$ cat src/rtl/esr_pkg.sv
// Package of constants and types for the exception stacking and token block.
package esr_pkg;

    // Word counts of the frame parts.
    localparam int unsigned BASIC_WORDS    = 8;       // Caller-saved integer.
    localparam int unsigned FP_BASIC_WORDS = 18;      // Sixteen singles, status, predicate.
    localparam int unsigned ADD_WORDS      = 10;      // Signature, reserved, eight callee.
    localparam int unsigned FP_ADD_WORDS   = 16;      // Callee-saved singles.

    // Integrity signature values; bit 0 marks a frame with FP context.
    localparam logic [31:0] SIG_NO_FP  = 32'hFEFA125A; // Frame without FP.
    localparam logic [31:0] SIG_WITH_FP = 32'hFEFA125B; // Frame with FP.

    // Return token layout.
    localparam int unsigned TOK_STACK_BIT = 6;        // Secure stack holds frame.
    localparam int unsigned TOK_DEFAULT_CALLEE_PUSH_FLAG_BIT  = 5;        // Default callee stacking.
    localparam int unsigned TOK_WORLD_BIT = 0;        // Taken to secure state.
    localparam int unsigned TOK_FTYPE_BIT = 4;        // 1 when no FP frame.
    localparam int unsigned TOK_MODE_BIT  = 3;        // 1 for Thread background.
    localparam int unsigned TOK_SPSEL_BIT = 2;        // 1 for process stack.
    localparam logic [31:0] TOK_BASE      = 32'hFFFFFF80; // Fixed upper bits.
    localparam logic [31:0] TOK_MATCH     = 32'hFF000000; // Prefix of a token.

    // Word register selectors sent to the register banks.
    localparam logic [5:0] SEL_INT_BASE  = 6'h00;     // Integer caller words.
    localparam logic [5:0] SEL_FP_BASE   = 6'h08;     // FP caller words.
    localparam logic [5:0] SEL_SIG       = 6'h1A;     // Signature word.
    localparam logic [5:0] SEL_CALLEE    = 6'h1B;     // Integer callee words.
    localparam logic [5:0] SEL_FP_CALLEE = 6'h24;     // FP callee words.

    // Sequencer states.
    typedef enum logic [2:0] {
        ST_IDLE   = 3'b000,
        ST_BASIC  = 3'b001,
        ST_FPB    = 3'b010,
        ST_ADD    = 3'b011,
        ST_FPADD  = 3'b100,
        ST_TOKEN  = 3'b101,
        ST_RETCHK = 3'b110,
        ST_WIPE   = 3'b111
    } esr_state_type;

endpackage

$ cat src/rtl/esr_word_counter.sv
// Down counter that paces the words of one frame part.
`timescale 1ns/1ns
`default_nettype none
module esr_word_counter
    import esr_pkg::*;
#(
    parameter int unsigned WIDTH = 5     // Counter width.
) (
    input  wire logic             i_clk,    // Core clock.
    input  wire logic             i_rst_n,  // Asynchronous reset, low.
    input  wire logic             i_load,   // Load a new count.
    input  wire logic [WIDTH-1:0] i_count,  // Words to run.
    input  wire logic             i_step,   // One word moved.
    output logic [WIDTH-1:0]      o_index,  // Index of current word.
    output logic                  o_last    // Current word is the last.
);

    logic [WIDTH-1:0] left_q;   // Words still to move.

    // Index climbs while the remaining count falls.
    always_ff @(posedge i_clk or negedge i_rst_n) begin
        if (!i_rst_n) begin
            left_q  <= '0;
            o_index <= '0;
        end else if (i_load) begin
            left_q  <= i_count;
            o_index <= '0;
        end else if (i_step && left_q != '0) begin
            left_q  <= left_q - WIDTH'(1);
            o_index <= o_index + WIDTH'(1);
        end
    end

    // Last word when one remains.
    assign o_last = (left_q == WIDTH'(1));

endmodule
`default_nettype wire

$ cat src/rtl/esr_token_check.sv
// Return-token consistency checker used on exception return.
`timescale 1ns/1ns
`default_nettype none
module esr_token_check
    import esr_pkg::*;
(
    input  wire logic [31:0] i_token,      // Token loaded into the PC.
    input  wire logic        i_sec_ext,    // Security extension present.
    input  wire logic        i_cur_secure, // Handler runs secure.
    input  wire logic        i_sig_ok,     // Stacked signature matched.
    input  wire logic        i_need_sig,   // Signature must be checked.
    output logic             o_ok,         // Token consistent.
    output logic             o_bad_state,  // Token bits wrong for state.
    output logic             o_bad_sig     // Signature mismatch.
);

    // A non-secure return may not claim secure target or extra stacking.
    always_comb begin
        o_bad_state = 1'b0;
        if (!i_sec_ext) begin
            o_bad_state = i_token[TOK_STACK_BIT] | i_token[TOK_WORLD_BIT]
                        | !i_token[TOK_DEFAULT_CALLEE_PUSH_FLAG_BIT];
        end else if (!i_cur_secure) begin
            o_bad_state = i_token[TOK_WORLD_BIT] | !i_token[TOK_DEFAULT_CALLEE_PUSH_FLAG_BIT];
        end
        o_bad_sig = i_need_sig & !i_sig_ok;
        o_ok      = !o_bad_state & !o_bad_sig;
    end

endmodule
`default_nettype wire

$ cat src/rtl/esr_stacker.sv
// Exception entry stacking, return-token builder and return checking.
`timescale 1ns/1ns
`default_nettype none
module esr_stacker
    import esr_pkg::*;
#(
    parameter bit SEC_EXT = 1'b1         // Security extension fitted.
) (
    input  wire logic        i_clk,           // Core clock.
    input  wire logic        i_rst_n,         // Asynchronous reset, low.
    input  wire logic        i_entry,         // Exception entry request.
    input  wire logic        i_tail_chain,    // Entry is a tail-chain.
    input  wire logic        i_late_arrival,  // Late higher-priority swap.
    input  wire logic        i_target_secure, // Exception targets secure.
    input  wire logic        i_bg_secure,     // Background code secure.
    input  wire logic        i_bg_thread,     // Background in Thread mode.
    input  wire logic        i_bg_psp,        // Background used process SP.
    input  wire logic        i_fp_active,     // FP context active.
    input  wire logic        i_fp_lazy,       // Defer FP caller stacking.
    input  wire logic        i_fp_callee_protect_bit, // FP callee protect.
    input  wire logic        i_fp_wipe_on_return_bit, // Wipe FP on return.
    input  wire logic [31:0] i_sp_main_s,     // Secure main SP.
    input  wire logic [31:0] i_sp_proc_s,     // Secure process SP.
    input  wire logic [31:0] i_sp_main_ns,    // Non-secure main SP.
    input  wire logic [31:0] i_sp_proc_ns,    // Non-secure process SP.
    input  wire logic [31:0] i_reg_rdata,     // Word from register bank.
    input  wire logic        i_mem_ready,     // Stack memory accepts.
    input  wire logic        i_pc_load,       // Handler loads the PC.
    input  wire logic [31:0] i_pc_value,      // Value loaded into the PC.
    input  wire logic        i_cur_secure,    // Running handler is secure.
    input  wire logic [31:0] i_stacked_sig,   // Signature read on unstack.
    output logic [5:0]       o_reg_sel,       // Register bank word select.
    output logic             o_mem_write,     // Stack write strobe.
    output logic [31:0]      o_mem_addr,      // Stack write address.
    output logic [31:0]      o_mem_wdata,     // Stack write data.
    output logic             o_lr_write,      // Link register write pulse.
    output logic [31:0]      o_lr_value,      // Token written to LR.
    output logic             o_handler_msp_s, // Handler uses secure main SP.
    output logic             o_lazy_pending,  // FP caller context deferred.
    output logic             o_ret_start,     // Return sequence starts.
    output logic             o_ret_fault,     // Return integrity failure.
    output logic             o_fp_wipe,       // Clear FP registers pulse.
    output logic             o_busy,          // Sequence in progress.
    output logic             o_callee_stacked // Callee context on stack.
);

    esr_state_type  state_q;       // Sequencer state.
    logic [31:0]    base_q;        // Top of basic frame.
    logic [31:0]    addr_q;        // Next write address.
    logic           fp_frame_q;    // Frame holds FP context.
    logic           need_add_q;    // Callee context to push.
    logic           need_fpadd_q;  // FP callee context to push.
    logic           stack_sec_q;   // Frame on secure stack.
    logic           default_callee_push_flag_q;        // Default callee stacking.
    logic           world_q;       // Target state secure.
    logic           thread_q;      // Background thread mode.
    logic           psp_q;         // Background process SP.
    logic           callee_q;      // Callee context already on stack.
    logic           wipe_q;        // Wipe on this return.
    logic [4:0]     cnt_load;      // Count for next part.
    logic           cnt_start;     // Start a part.
    logic [4:0]     idx;           // Word index within part.
    logic           last;          // Last word of part.
    logic           step;          // Word written this cycle.
    logic           chk_ok;        // Return token consistent.
    logic           default_add;   // Default rule wants callee context.
    logic           fresh_entry;   // Entry starts a new frame.
    esr_state_type  nxt_part;      // Part after the current one.

    // Selects the SP of the preempted background state.
    function automatic logic [31:0] pick_sp(input logic sec,
                                            input logic process_stack_pointer,
                                            input logic [31:0] ms,
                                            input logic [31:0] ps,
                                            input logic [31:0] mn,
                                            input logic [31:0] pn);
        logic [31:0] r;
        r = sec ? (process_stack_pointer ? ps : ms) : (process_stack_pointer ? pn : mn);
        return r;
    endfunction

    // Recognises a token value.
    function automatic logic is_token(input logic [31:0] v);
        return (v & TOK_MATCH) == TOK_MATCH;
    endfunction

    // Part that follows the current one, given what the frame needs.
    function automatic esr_state_type part_after(input esr_state_type s,
                                                 input logic fpb,
                                                 input logic add,
                                                 input logic fpadd);
        esr_state_type r;
        r = ST_TOKEN;
        if (s == ST_BASIC && fpb) begin
            r = ST_FPB;
        end else if ((s == ST_BASIC || s == ST_FPB) && add) begin
            r = ST_ADD;
        end else if (s != ST_FPADD && fpadd) begin
            r = ST_FPADD;
        end
        return r;
    endfunction

    // Words in one frame part.
    function automatic logic [4:0] part_words(input esr_state_type s);
        return (s == ST_BASIC) ? 5'(BASIC_WORDS)
             : (s == ST_FPB)   ? 5'(FP_BASIC_WORDS)
             : (s == ST_ADD)   ? 5'(ADD_WORDS) : 5'(FP_ADD_WORDS);
    endfunction

    // Start of the next part, just below the part that has finished.
    function automatic logic [31:0] next_start(input logic [31:0] a,
                                               input logic [4:0]  cur,
                                               input logic [4:0]  nw);
        return a + 32'h00000004 - {25'h0, cur, 2'b00} - {25'h0, nw, 2'b00};
    endfunction

    assign default_add = SEC_EXT && i_bg_secure && !i_target_secure;
    assign fresh_entry = !i_tail_chain && !i_late_arrival;
    assign nxt_part    = part_after(state_q, fp_frame_q && !i_fp_lazy,
                                    need_add_q, need_fpadd_q);
    assign step        = o_mem_write && i_mem_ready;

    // Pacing counter for the words of each part.
    esr_word_counter #(
        .WIDTH  (5)
    ) u_cnt (
        .i_clk  (i_clk),
        .i_rst_n(i_rst_n),
        .i_load (cnt_start),
        .i_count(cnt_load),
        .i_step (step),
        .o_index(idx),
        .o_last (last)
    );

    // Token checker for returns.
    esr_token_check u_chk (
        .i_token     (i_pc_value),
        .i_sec_ext   (SEC_EXT),
        .i_cur_secure(i_cur_secure),
        .i_sig_ok    (i_stacked_sig[31:1] == SIG_NO_FP[31:1]),
        .i_need_sig  (SEC_EXT && !i_cur_secure && stack_sec_q && callee_q),
        .o_ok        (chk_ok),
        .o_bad_state (),
        .o_bad_sig   ()
    );

    // Entry decisions: latch frame type and token fields.
    always_ff @(posedge i_clk or negedge i_rst_n) begin
        if (!i_rst_n) begin
            fp_frame_q   <= 1'b0;
            need_add_q   <= 1'b0;
            need_fpadd_q <= 1'b0;
            stack_sec_q  <= 1'b0;
            default_callee_push_flag_q       <= 1'b1;
            world_q      <= 1'b0;
            thread_q     <= 1'b1;
            psp_q        <= 1'b0;
            base_q       <= '0;
        end else if (i_entry && state_q == ST_IDLE) begin
            world_q    <= SEC_EXT && i_target_secure;
            // Callee words already stacked on a secure target mean non-default.
            default_callee_push_flag_q     <= !(SEC_EXT && i_target_secure && callee_q
                            && (i_late_arrival || i_tail_chain));
            need_add_q <= default_add
                          && (fresh_entry || !callee_q);
            // FP callee words follow secure background when protected.
            need_fpadd_q <= SEC_EXT && i_bg_secure && i_fp_active
                && i_fp_callee_protect_bit
                && (fresh_entry || (default_add && !callee_q));
            if (fresh_entry) begin
                fp_frame_q  <= i_fp_active;
                stack_sec_q <= SEC_EXT && i_bg_secure;
                thread_q    <= i_bg_thread;
                psp_q       <= i_bg_psp;
                base_q      <= pick_sp(SEC_EXT && i_bg_secure, i_bg_psp,
                                       i_sp_main_s, i_sp_proc_s,
                                       i_sp_main_ns, i_sp_proc_ns);
            end
        end
    end

    // Tracks callee context on the stack; a new frame or unstack clears it.
    always_ff @(posedge i_clk or negedge i_rst_n) begin
        if (!i_rst_n) begin
            callee_q <= 1'b0;
        end else if (state_q == ST_IDLE && i_entry && fresh_entry) begin
            callee_q <= 1'b0;
        end else if (state_q == ST_ADD && step && last) begin
            callee_q <= 1'b1;
        end else if (state_q == ST_RETCHK && !i_entry) begin
            callee_q <= 1'b0;
        end
    end

    // Sequencer: basic, FP caller, callee, FP callee, token.
    always_ff @(posedge i_clk or negedge i_rst_n) begin
        if (!i_rst_n) begin
            state_q <= ST_IDLE;
            addr_q  <= '0;
            wipe_q  <= 1'b0;
        end else begin
            unique case (state_q)
                ST_IDLE: begin
                    if (i_entry && (i_tail_chain || i_late_arrival)) begin
                        state_q <= ST_ADD;
                        addr_q  <= base_q - 32'((BASIC_WORDS + ADD_WORDS) * 4)
                                 - (fp_frame_q ? 32'(FP_BASIC_WORDS * 4)
                                               : 32'h00000000);
                    end else if (i_entry) begin
                        state_q <= ST_BASIC;
                        addr_q  <= pick_sp(SEC_EXT && i_bg_secure, i_bg_psp,
                                           i_sp_main_s, i_sp_proc_s,
                                           i_sp_main_ns, i_sp_proc_ns)
                                   - 32'(BASIC_WORDS * 4);
                    end else if (i_pc_load && is_token(i_pc_value)) begin
                        state_q <= ST_RETCHK;
                        wipe_q  <= i_fp_wipe_on_return_bit;
                    end
                end
                ST_BASIC, ST_FPB, ST_ADD, ST_FPADD: begin
                    if (state_q == ST_ADD && !need_add_q) begin
                        state_q <= ST_TOKEN;
                    end else if (step && last) begin
                        state_q <= nxt_part;
                        addr_q  <= next_start(addr_q, part_words(state_q),
                                              part_words(nxt_part));
                    end else if (step) begin
                        addr_q <= addr_q + 32'h00000004;
                    end
                end
                ST_TOKEN:  state_q <= ST_IDLE;
                ST_RETCHK: state_q <= (chk_ok && wipe_q) ? ST_WIPE : ST_IDLE;
                ST_WIPE:   state_q <= ST_IDLE;
            endcase
        end
    end

    // Word count for the part about to start.
    always_comb begin
        cnt_start = 1'b0;
        cnt_load  = part_words(nxt_part);
        if (state_q == ST_IDLE) begin
            cnt_start = i_entry;
            cnt_load  = fresh_entry ? 5'(BASIC_WORDS) : 5'(ADD_WORDS);
        end else if (state_q != ST_FPADD) begin
            cnt_start = step && last;
        end
    end

    // Write port: register select and data, signature first in callee part.
    always_comb begin
        o_mem_write = 1'b0;
        o_reg_sel   = SEL_INT_BASE;
        o_mem_wdata = i_reg_rdata;
        unique case (state_q)
            ST_BASIC: begin
                o_mem_write = 1'b1;
                o_reg_sel   = SEL_INT_BASE + 6'(idx);
            end
            ST_FPB: begin
                o_mem_write = 1'b1;
                o_reg_sel   = SEL_FP_BASE + 6'(idx);
            end
            ST_ADD: begin
                o_mem_write = need_add_q;
                o_reg_sel   = SEL_CALLEE + 6'(idx) - 6'h02;
                if (idx == 5'h00) begin
                    o_reg_sel   = SEL_SIG;
                    o_mem_wdata = fp_frame_q ? SIG_WITH_FP : SIG_NO_FP;
                end else if (idx == 5'h01) begin
                    o_reg_sel   = SEL_INT_BASE;
                    o_mem_wdata = 32'h00000000;
                end
            end
            ST_FPADD: begin
                o_mem_write = 1'b1;
                o_reg_sel   = SEL_FP_CALLEE + 6'(idx);
            end
            default: begin
                o_mem_write = 1'b0;
            end
        endcase
    end

    assign o_mem_addr = addr_q;

    // Token assembly and link register write.
    always_comb begin
        o_lr_value = TOK_BASE;
        o_lr_value[TOK_STACK_BIT] = stack_sec_q;
        o_lr_value[TOK_DEFAULT_CALLEE_PUSH_FLAG_BIT]  = default_callee_push_flag_q;
        o_lr_value[TOK_FTYPE_BIT] = !fp_frame_q;
        o_lr_value[TOK_MODE_BIT]  = thread_q;
        o_lr_value[TOK_SPSEL_BIT] = psp_q;
        o_lr_value[TOK_WORLD_BIT] = world_q;
    end

    assign o_lr_write       = (state_q == ST_TOKEN);
    assign o_handler_msp_s  = world_q;
    assign o_lazy_pending   = fp_frame_q && i_fp_lazy;
    assign o_ret_start      = (state_q == ST_RETCHK) && chk_ok;
    assign o_ret_fault      = (state_q == ST_RETCHK) && !chk_ok;
    assign o_fp_wipe        = (state_q == ST_WIPE);
    assign o_busy           = (state_q != ST_IDLE);
    assign o_callee_stacked = callee_q;

endmodule
`default_nettype wire

$ cat config.mk
export PLATFORM = sky130hd
export DESIGN_NAME = esr_stacker
export DESIGN_NICKNAME = d
export VERILOG_FILES = /design/src/rtl/esr_pkg.sv /design/src/rtl/esr_word_counter.sv /design/src/rtl/esr_token_check.sv /design/src/rtl/esr_stacker.sv
export SDC_FILE = /design/constraint.sdc
export NUM_CORES = 1
export LEC_CHECK = 0
export BUFFER_PORTS_ARGS = -buffer_cell sky130_fd_sc_hd__buf_2
export CAP_MARGIN = 10
export CORE_UTILIZATION = 39
export DETAILED_ROUTE_END_ITERATION = 8
export PLACE_DENSITY = 0.74
export SETUP_SLACK_MARGIN = 0.15
export SYNTH_ARGS = -nofsm -noshare
export SYNTH_HDL_FRONTEND = slang
export SYNTH_HIERARCHICAL = 1
export SYNTH_SLANG_ARGS = --single-unit
$ cat constraint.sdc
create_clock -name i_clk -period 7.3 [get_ports i_clk]
set_input_delay 0.365 -clock i_clk [delete_from_list [all_inputs] [get_ports i_clk]]
set_output_delay 0.365 -clock i_clk [all_outputs]
set_load 0.05 [all_outputs]
After elaboration in Yosys (flattened, before gate mapping):

Index checks and enable logic that the tools add are counted.

* latch bits: 0
* memory bits (writable): 0
* ROM bits: 0
* input bits: 240
* word-level logic and storage cells: 161
* memories kept: 0
* flip-flop bits (word level): 87
* output and inout bits: 111

* div/mod/pow operators: 0
* bitwise logic cells: 5
* reduce and logical (&&, ||, !) cells: 63
* shift operators: 0
* equality and inequality tests: 20
* $lt $le $gt $ge: 0
* add/sub/neg operators: 12
* multiply operators: 0
* multiplexer cells: 46

Operator list (number)
* $mux 32: 11
* $sub 32x7->32: 3
* $pmux 32 s2: 1
* $mux 5: 11
* $add 32x3->32 const B: 1
* $sub 32x6->32 const B: 1
* $sub 32x7->32 const B: 1
* $eq 31x31->1 const B: 1
* $logic_and 1x1->1: 30
* $mux 3: 8
* $pmux 6 s4: 1
* $logic_not 1->1: 15
* $eq 3x2->1 const B: 4
* $eq 3x3->1 const B: 4
* $mux 6: 2
* $ne 3x3->1 const B: 4
* $pmux 3 s4: 1
* $eq 5x1->1 const B: 2
* $eq 8x8->1 const B: 1
* $mux 1: 8
* $reduce_and 4->1: 2
* $mux 7: 1
* $add 4x5->6 const A: 1
* $add 5x5->6 const A: 1
* other kinds (22): 31

Depth between registers and ports, before layout:

* depth after elaboration: 13
* gate-level depth with buffers: 16
* mapped depth without buffers: 16

Modules after synthesis:

Netlist, hierarchy kept.

Modules (own cells, without submodules)
* esr_stacker: seq. area each 1929.4 um^2, times used 1, area each 8430.6 um^2, cells each 1085
* esr_word_counter: seq. area each 250.2 um^2, times used 1, area each 568.0 um^2, cells each 62
* esr_token_check: seq. area each 0.0 um^2, times used 1, area each 48.8 um^2, cells each 8

Least setup slack after synthesis:

No wires, ideal clock.

* kind: register -> register
* start: register state_q[1]
* end: register addr_q[24] (netlist: o_mem_addr[24])
* arrival time: 3.936 ns
* clock period less this slack: 4.023 ns
* setup time: 0.087 ns
* cell stages (with the launch flop): 17
* required time: 7.213 ns
* path buffers: 1
* slack: 3.277 ns
* cell sequence: dfrtp_1 -> clkbuf_1 -> nor2b_1 -> a21oi_1 -> nor3b_1 -> inv_1 -> fa_1 -> inv_1 -> ha_1 -> o21a_1 -> o31ai_1 -> and3b_1 -> and2_1 -> nand4_1 -> or4_1 -> a211o_1 -> o211ai_1

* cells in the longest elaborated chain, start to end: 13
* elaborated cells on any way between the ends: 38
* classes of those cells: 2 x add/sub; 11 x eq/ne; 13 x mux; 12 x reduce/logical

RTL lines
* start: declaration: RTL line esr_stacker.sv:47 `esr_state_type state_q;`
* start signal: assignment: RTL line esr_stacker.sv:226 `state_q <= nxt_part;`
* start signal: assignment: RTL line esr_stacker.sv:234 `ST_RETCHK: state_q <= (chk_ok && wipe_q) ? ST_WIPE : ST_IDLE;`
* branches (longest 13 deep; another with $sub 32x7->32)
* end signal: assignment: RTL line esr_stacker.sv:208 `addr_q <= base_q - 32'((BASIC_WORDS + ADD_WORDS) * 4)`
* end signal: assignment: RTL line esr_stacker.sv:227 `addr_q <= next_start(addr_q, part_words(state_q),`
* end signal: assignment: RTL line esr_stacker.sv:230 `addr_q <= addr_q + 32'h00000004;`
* end: declaration: RTL line esr_stacker.sv:49 `logic [31:0] addr_q;`

Several ways; the timed one is not identified. The select of a mux whose other input is x is not followed.
A chain may end at the register's enable or synchronous reset.

Worst setup path after layout:

* start: register state_q[0]
* end: register addr_q[24] (netlist: o_mem_addr[24])

Same word-level chain as after synthesis.

==> metrics.md <==
| Metric | Value |
|---|---|
| Status | `finished clean` |
| Final ANT Viol Nets | `0` |
| Drt wl/cell | `17.3 µm` |
| Leak | `4.95 nW` |
| Worst setup SP type | `flip-flop` |
| Layer with the highest usage | `met2` |
| CTS Sinks | `87` |
| # fillers | `2203` |
| GR Util met2 | `41.1%` |
| # Max-Cap Violations | `0` |
| Hold WS | `0.205 ns` |
| Synth Area per Inst | `7.84 µm²` |
| Io pins | `351` |
| Kind of critical path | `flip-flop to flip-flop` |
| Cells after synthesis | `1152` |
| Die width | `154 µm` |
| Vias in the first global route | `8623` |
| Die H | `154 µm` |
| Worst Reg-to-Reg Cells | `15` |
| Row count | `55` |
| Worst-path maximum fanout | `19` |
| Tcrit/Tclk final | `66.5%` |
| Synthesized area | `9030 µm²` |
| Final setup violation count | `0` |
| Met1 Resource Use GR | `31.6%` |
| Buffer count from post-CTS setup fixing | `0` |
| Final hold viol count | `0` |
| CTS tree | `done` |
| Min-Delay Path Class | `input port to flip-flop` |
| Via/cell ratio | `5.71` |
| Core area | `22600 µm²` |
| Die area | `23800 µm²` |
| # diodes | `0` |
| Initial antenna violation count | `0` |
| Global route overflow | `0` |
| Worst slew margin | `30.4%` |
| Area added between synthesis and finish | `19.8%` |
| Fmax | `0.206 GHz` |
| Residual DRC | `0` |
| First-pass GRT wire length | `45400 µm` |
| Drt first pass iters | `5` |
| Setup TNS | `0 ns` |
| Num CTS Buffers | `9` |
| H-tree level count | `3` |
| Worst Skew | `0.00532 ns` |
| GPL Wtd Cong | `0.918` |
| Largest net degree at the start of global routing | `56` |
| Ys Warns | `6` |
| RSZ-0062 raised after global routing | `false` |
| Final net count | `1672` |
| Post-DP HPWL | `22600 µm` |
| WHS Path Cells | `3` |
| IO buf count | `302` |
| Initial cell density of the core | `39.9%` |
| Crit path DAT | `5.12 ns` |
| Routed vias | `9659` |
| Power Density | `398 nW/µm²` |
| Minimum clock period | `4.86 ns` |
| Crit path required time | `7.56 ns` |
| Met3 Usage GRT | `3.16%` |
| CP Capture Type | `flip-flop` |
| Final WL | `29300 µm` |
| Initial DRC count | `1000` |
| Clock-pin transition on the worst setup and hold timing paths | `0.06 ns` |
| Least-Margin Pin Slew | `1.04 ns` |
| Max-slew violation count | `0` |
| Clk buf depth | `2` |
| Share of cells above drive strength 1 | `26.2%` |
| All-Layer GR Usage | `24.1%` |
| Later-pin clock latency in the skew report | `0.35 ns` |
| CTS root buf | `clkbuf_16` |
| Worst vdd ir | `185 µV` |
==> per-stage QoR <==
step                cell area [µm²]  worst slack (ns)  cells  utilization [%]  power, W
global placement              10500              2.62   1675             46.5   0.00377
detailed placement            10500              2.52   1675             46.5   0.00382
finish                        10800              2.44   1692             47.7   0.00430
global route                  10800              2.06   1692             47.7   0.00463
CTS                           10800              2.49   1692             47.7   0.00429
floorplan                      9130              3.28   1180                -   0.00314
==> path summary, 6_finish.rpt <==
| path | start | endpoint | slack [ns] |
|---|---|---|---|
| setup / recovery | state_q[0]$_DFFE_PN0P_ | o_mem_addr[24]$_DFFE_PN0P_ | 2.44 |
| hold / removal | i_bg_thread | thread_q$_DFFE_PN1P_ | 0.20 |
| setup reg to reg | state_q[0]$_DFFE_PN0P_ | o_mem_addr[24]$_DFFE_PN0P_ | 2.44 |
| hold reg to reg | thread_q$_DFFE_PN1P_ | thread_q$_DFFE_PN1P_ | 0.47 |
| max in group asynchronous | i_rst_n | o_mem_addr[10]$_DFFE_PN0P_ | 5.66 |
| min in group asynchronous | i_rst_n | o_mem_addr[27]$_DFFE_PN0P_ | 0.51 |
==> routing by layer <==
layer / up-vias / routed length, µm
met5: - / 0
met4: 0 / 603
met3: 49 / 2030
met2: 479 / 14000
met1: 4484 / 12700
li1: 4647 / -
==> cells in the final DEF (no fill, tap or decap), types with 23 or more instances in the layout <==
cell type	instances
dfrtp_1	85
a21oi_1	48
inv_1	43
nand4_1	25
buf_2	301
mux4_2	23
nand3_1	39
and3_1	24
xnor2_1	43
nand2_1	217
nor3_1	37
o21ai_0	60
ha_1	27
conb_1	30
xor2_1	25
nor2_1	73
==> power by group <==
part | switching, W | internal [W] | total [W] | leakage [nW]
clock network | 0.000193 | 0.000260 | 0.000452 | 0.137
registers | 0.000392 | 0.000704 | 0.00110 | 1.06
logic | 0.00185 | 0.000910 | 0.00276 | 3.74
total | 0.00243 | 0.00187 | 0.00430 | 4.95
==> cell type report <==
| type | instances | area [µm²] | area share, % |
|---|---|---|---|
| timing repair buffer | 310 | 1580 | 14.6 |
| multi-input combinational | 950 | 6250 | 57.8 |
| inverter | 44 | 165 | 1.53 |
| clock buffer | 16 | 282 | 2.60 |
| tap | 285 | 357 | 3.30 |
| sequential | 87 | 2180 | 20.2 |
==> sequential cells by signal, summed over array words and instances (netlist names) <==
register / flops
psp_q: 1
o_callee_stacked: 1
wipe_q: 1
state_q: 3
u_cnt/o_index: 5
default_callee_push_flag_q: 1
o_handler_msp_s: 1
thread_q: 1
need_fpadd_q: 1
fp_frame_q: 1
u_cnt/left_q: 5
need_add_q: 1
o_mem_addr: 32
base_q: 32
stack_sec_q: 1
==> worst max-delay path, cell delays in order, from the launching register on <==
cell      delay (ns)
dfrtp_1         0.73
nor2b_1         0.36
a21oi_1         0.11
nor3b_1         0.49
inv_1           0.13
fa_1            0.53
inv_1           0.04
ha_1            0.33
o21a_1          0.19
o31ai_1         0.08
and3b_1         0.32
and2_1          0.25
nand4_1         0.28
o311ai_0        0.54
a31oi_1         0.17
o211ai_1        0.22
==> repair_timing <==
item,CTS,global route
setup endpoints to repair,0,0
endpoints found under the hold margin,31,0
resized for setup,0,0
hold buffers,1,0
No activity file was read; power rests on OpenSTA's default activity.
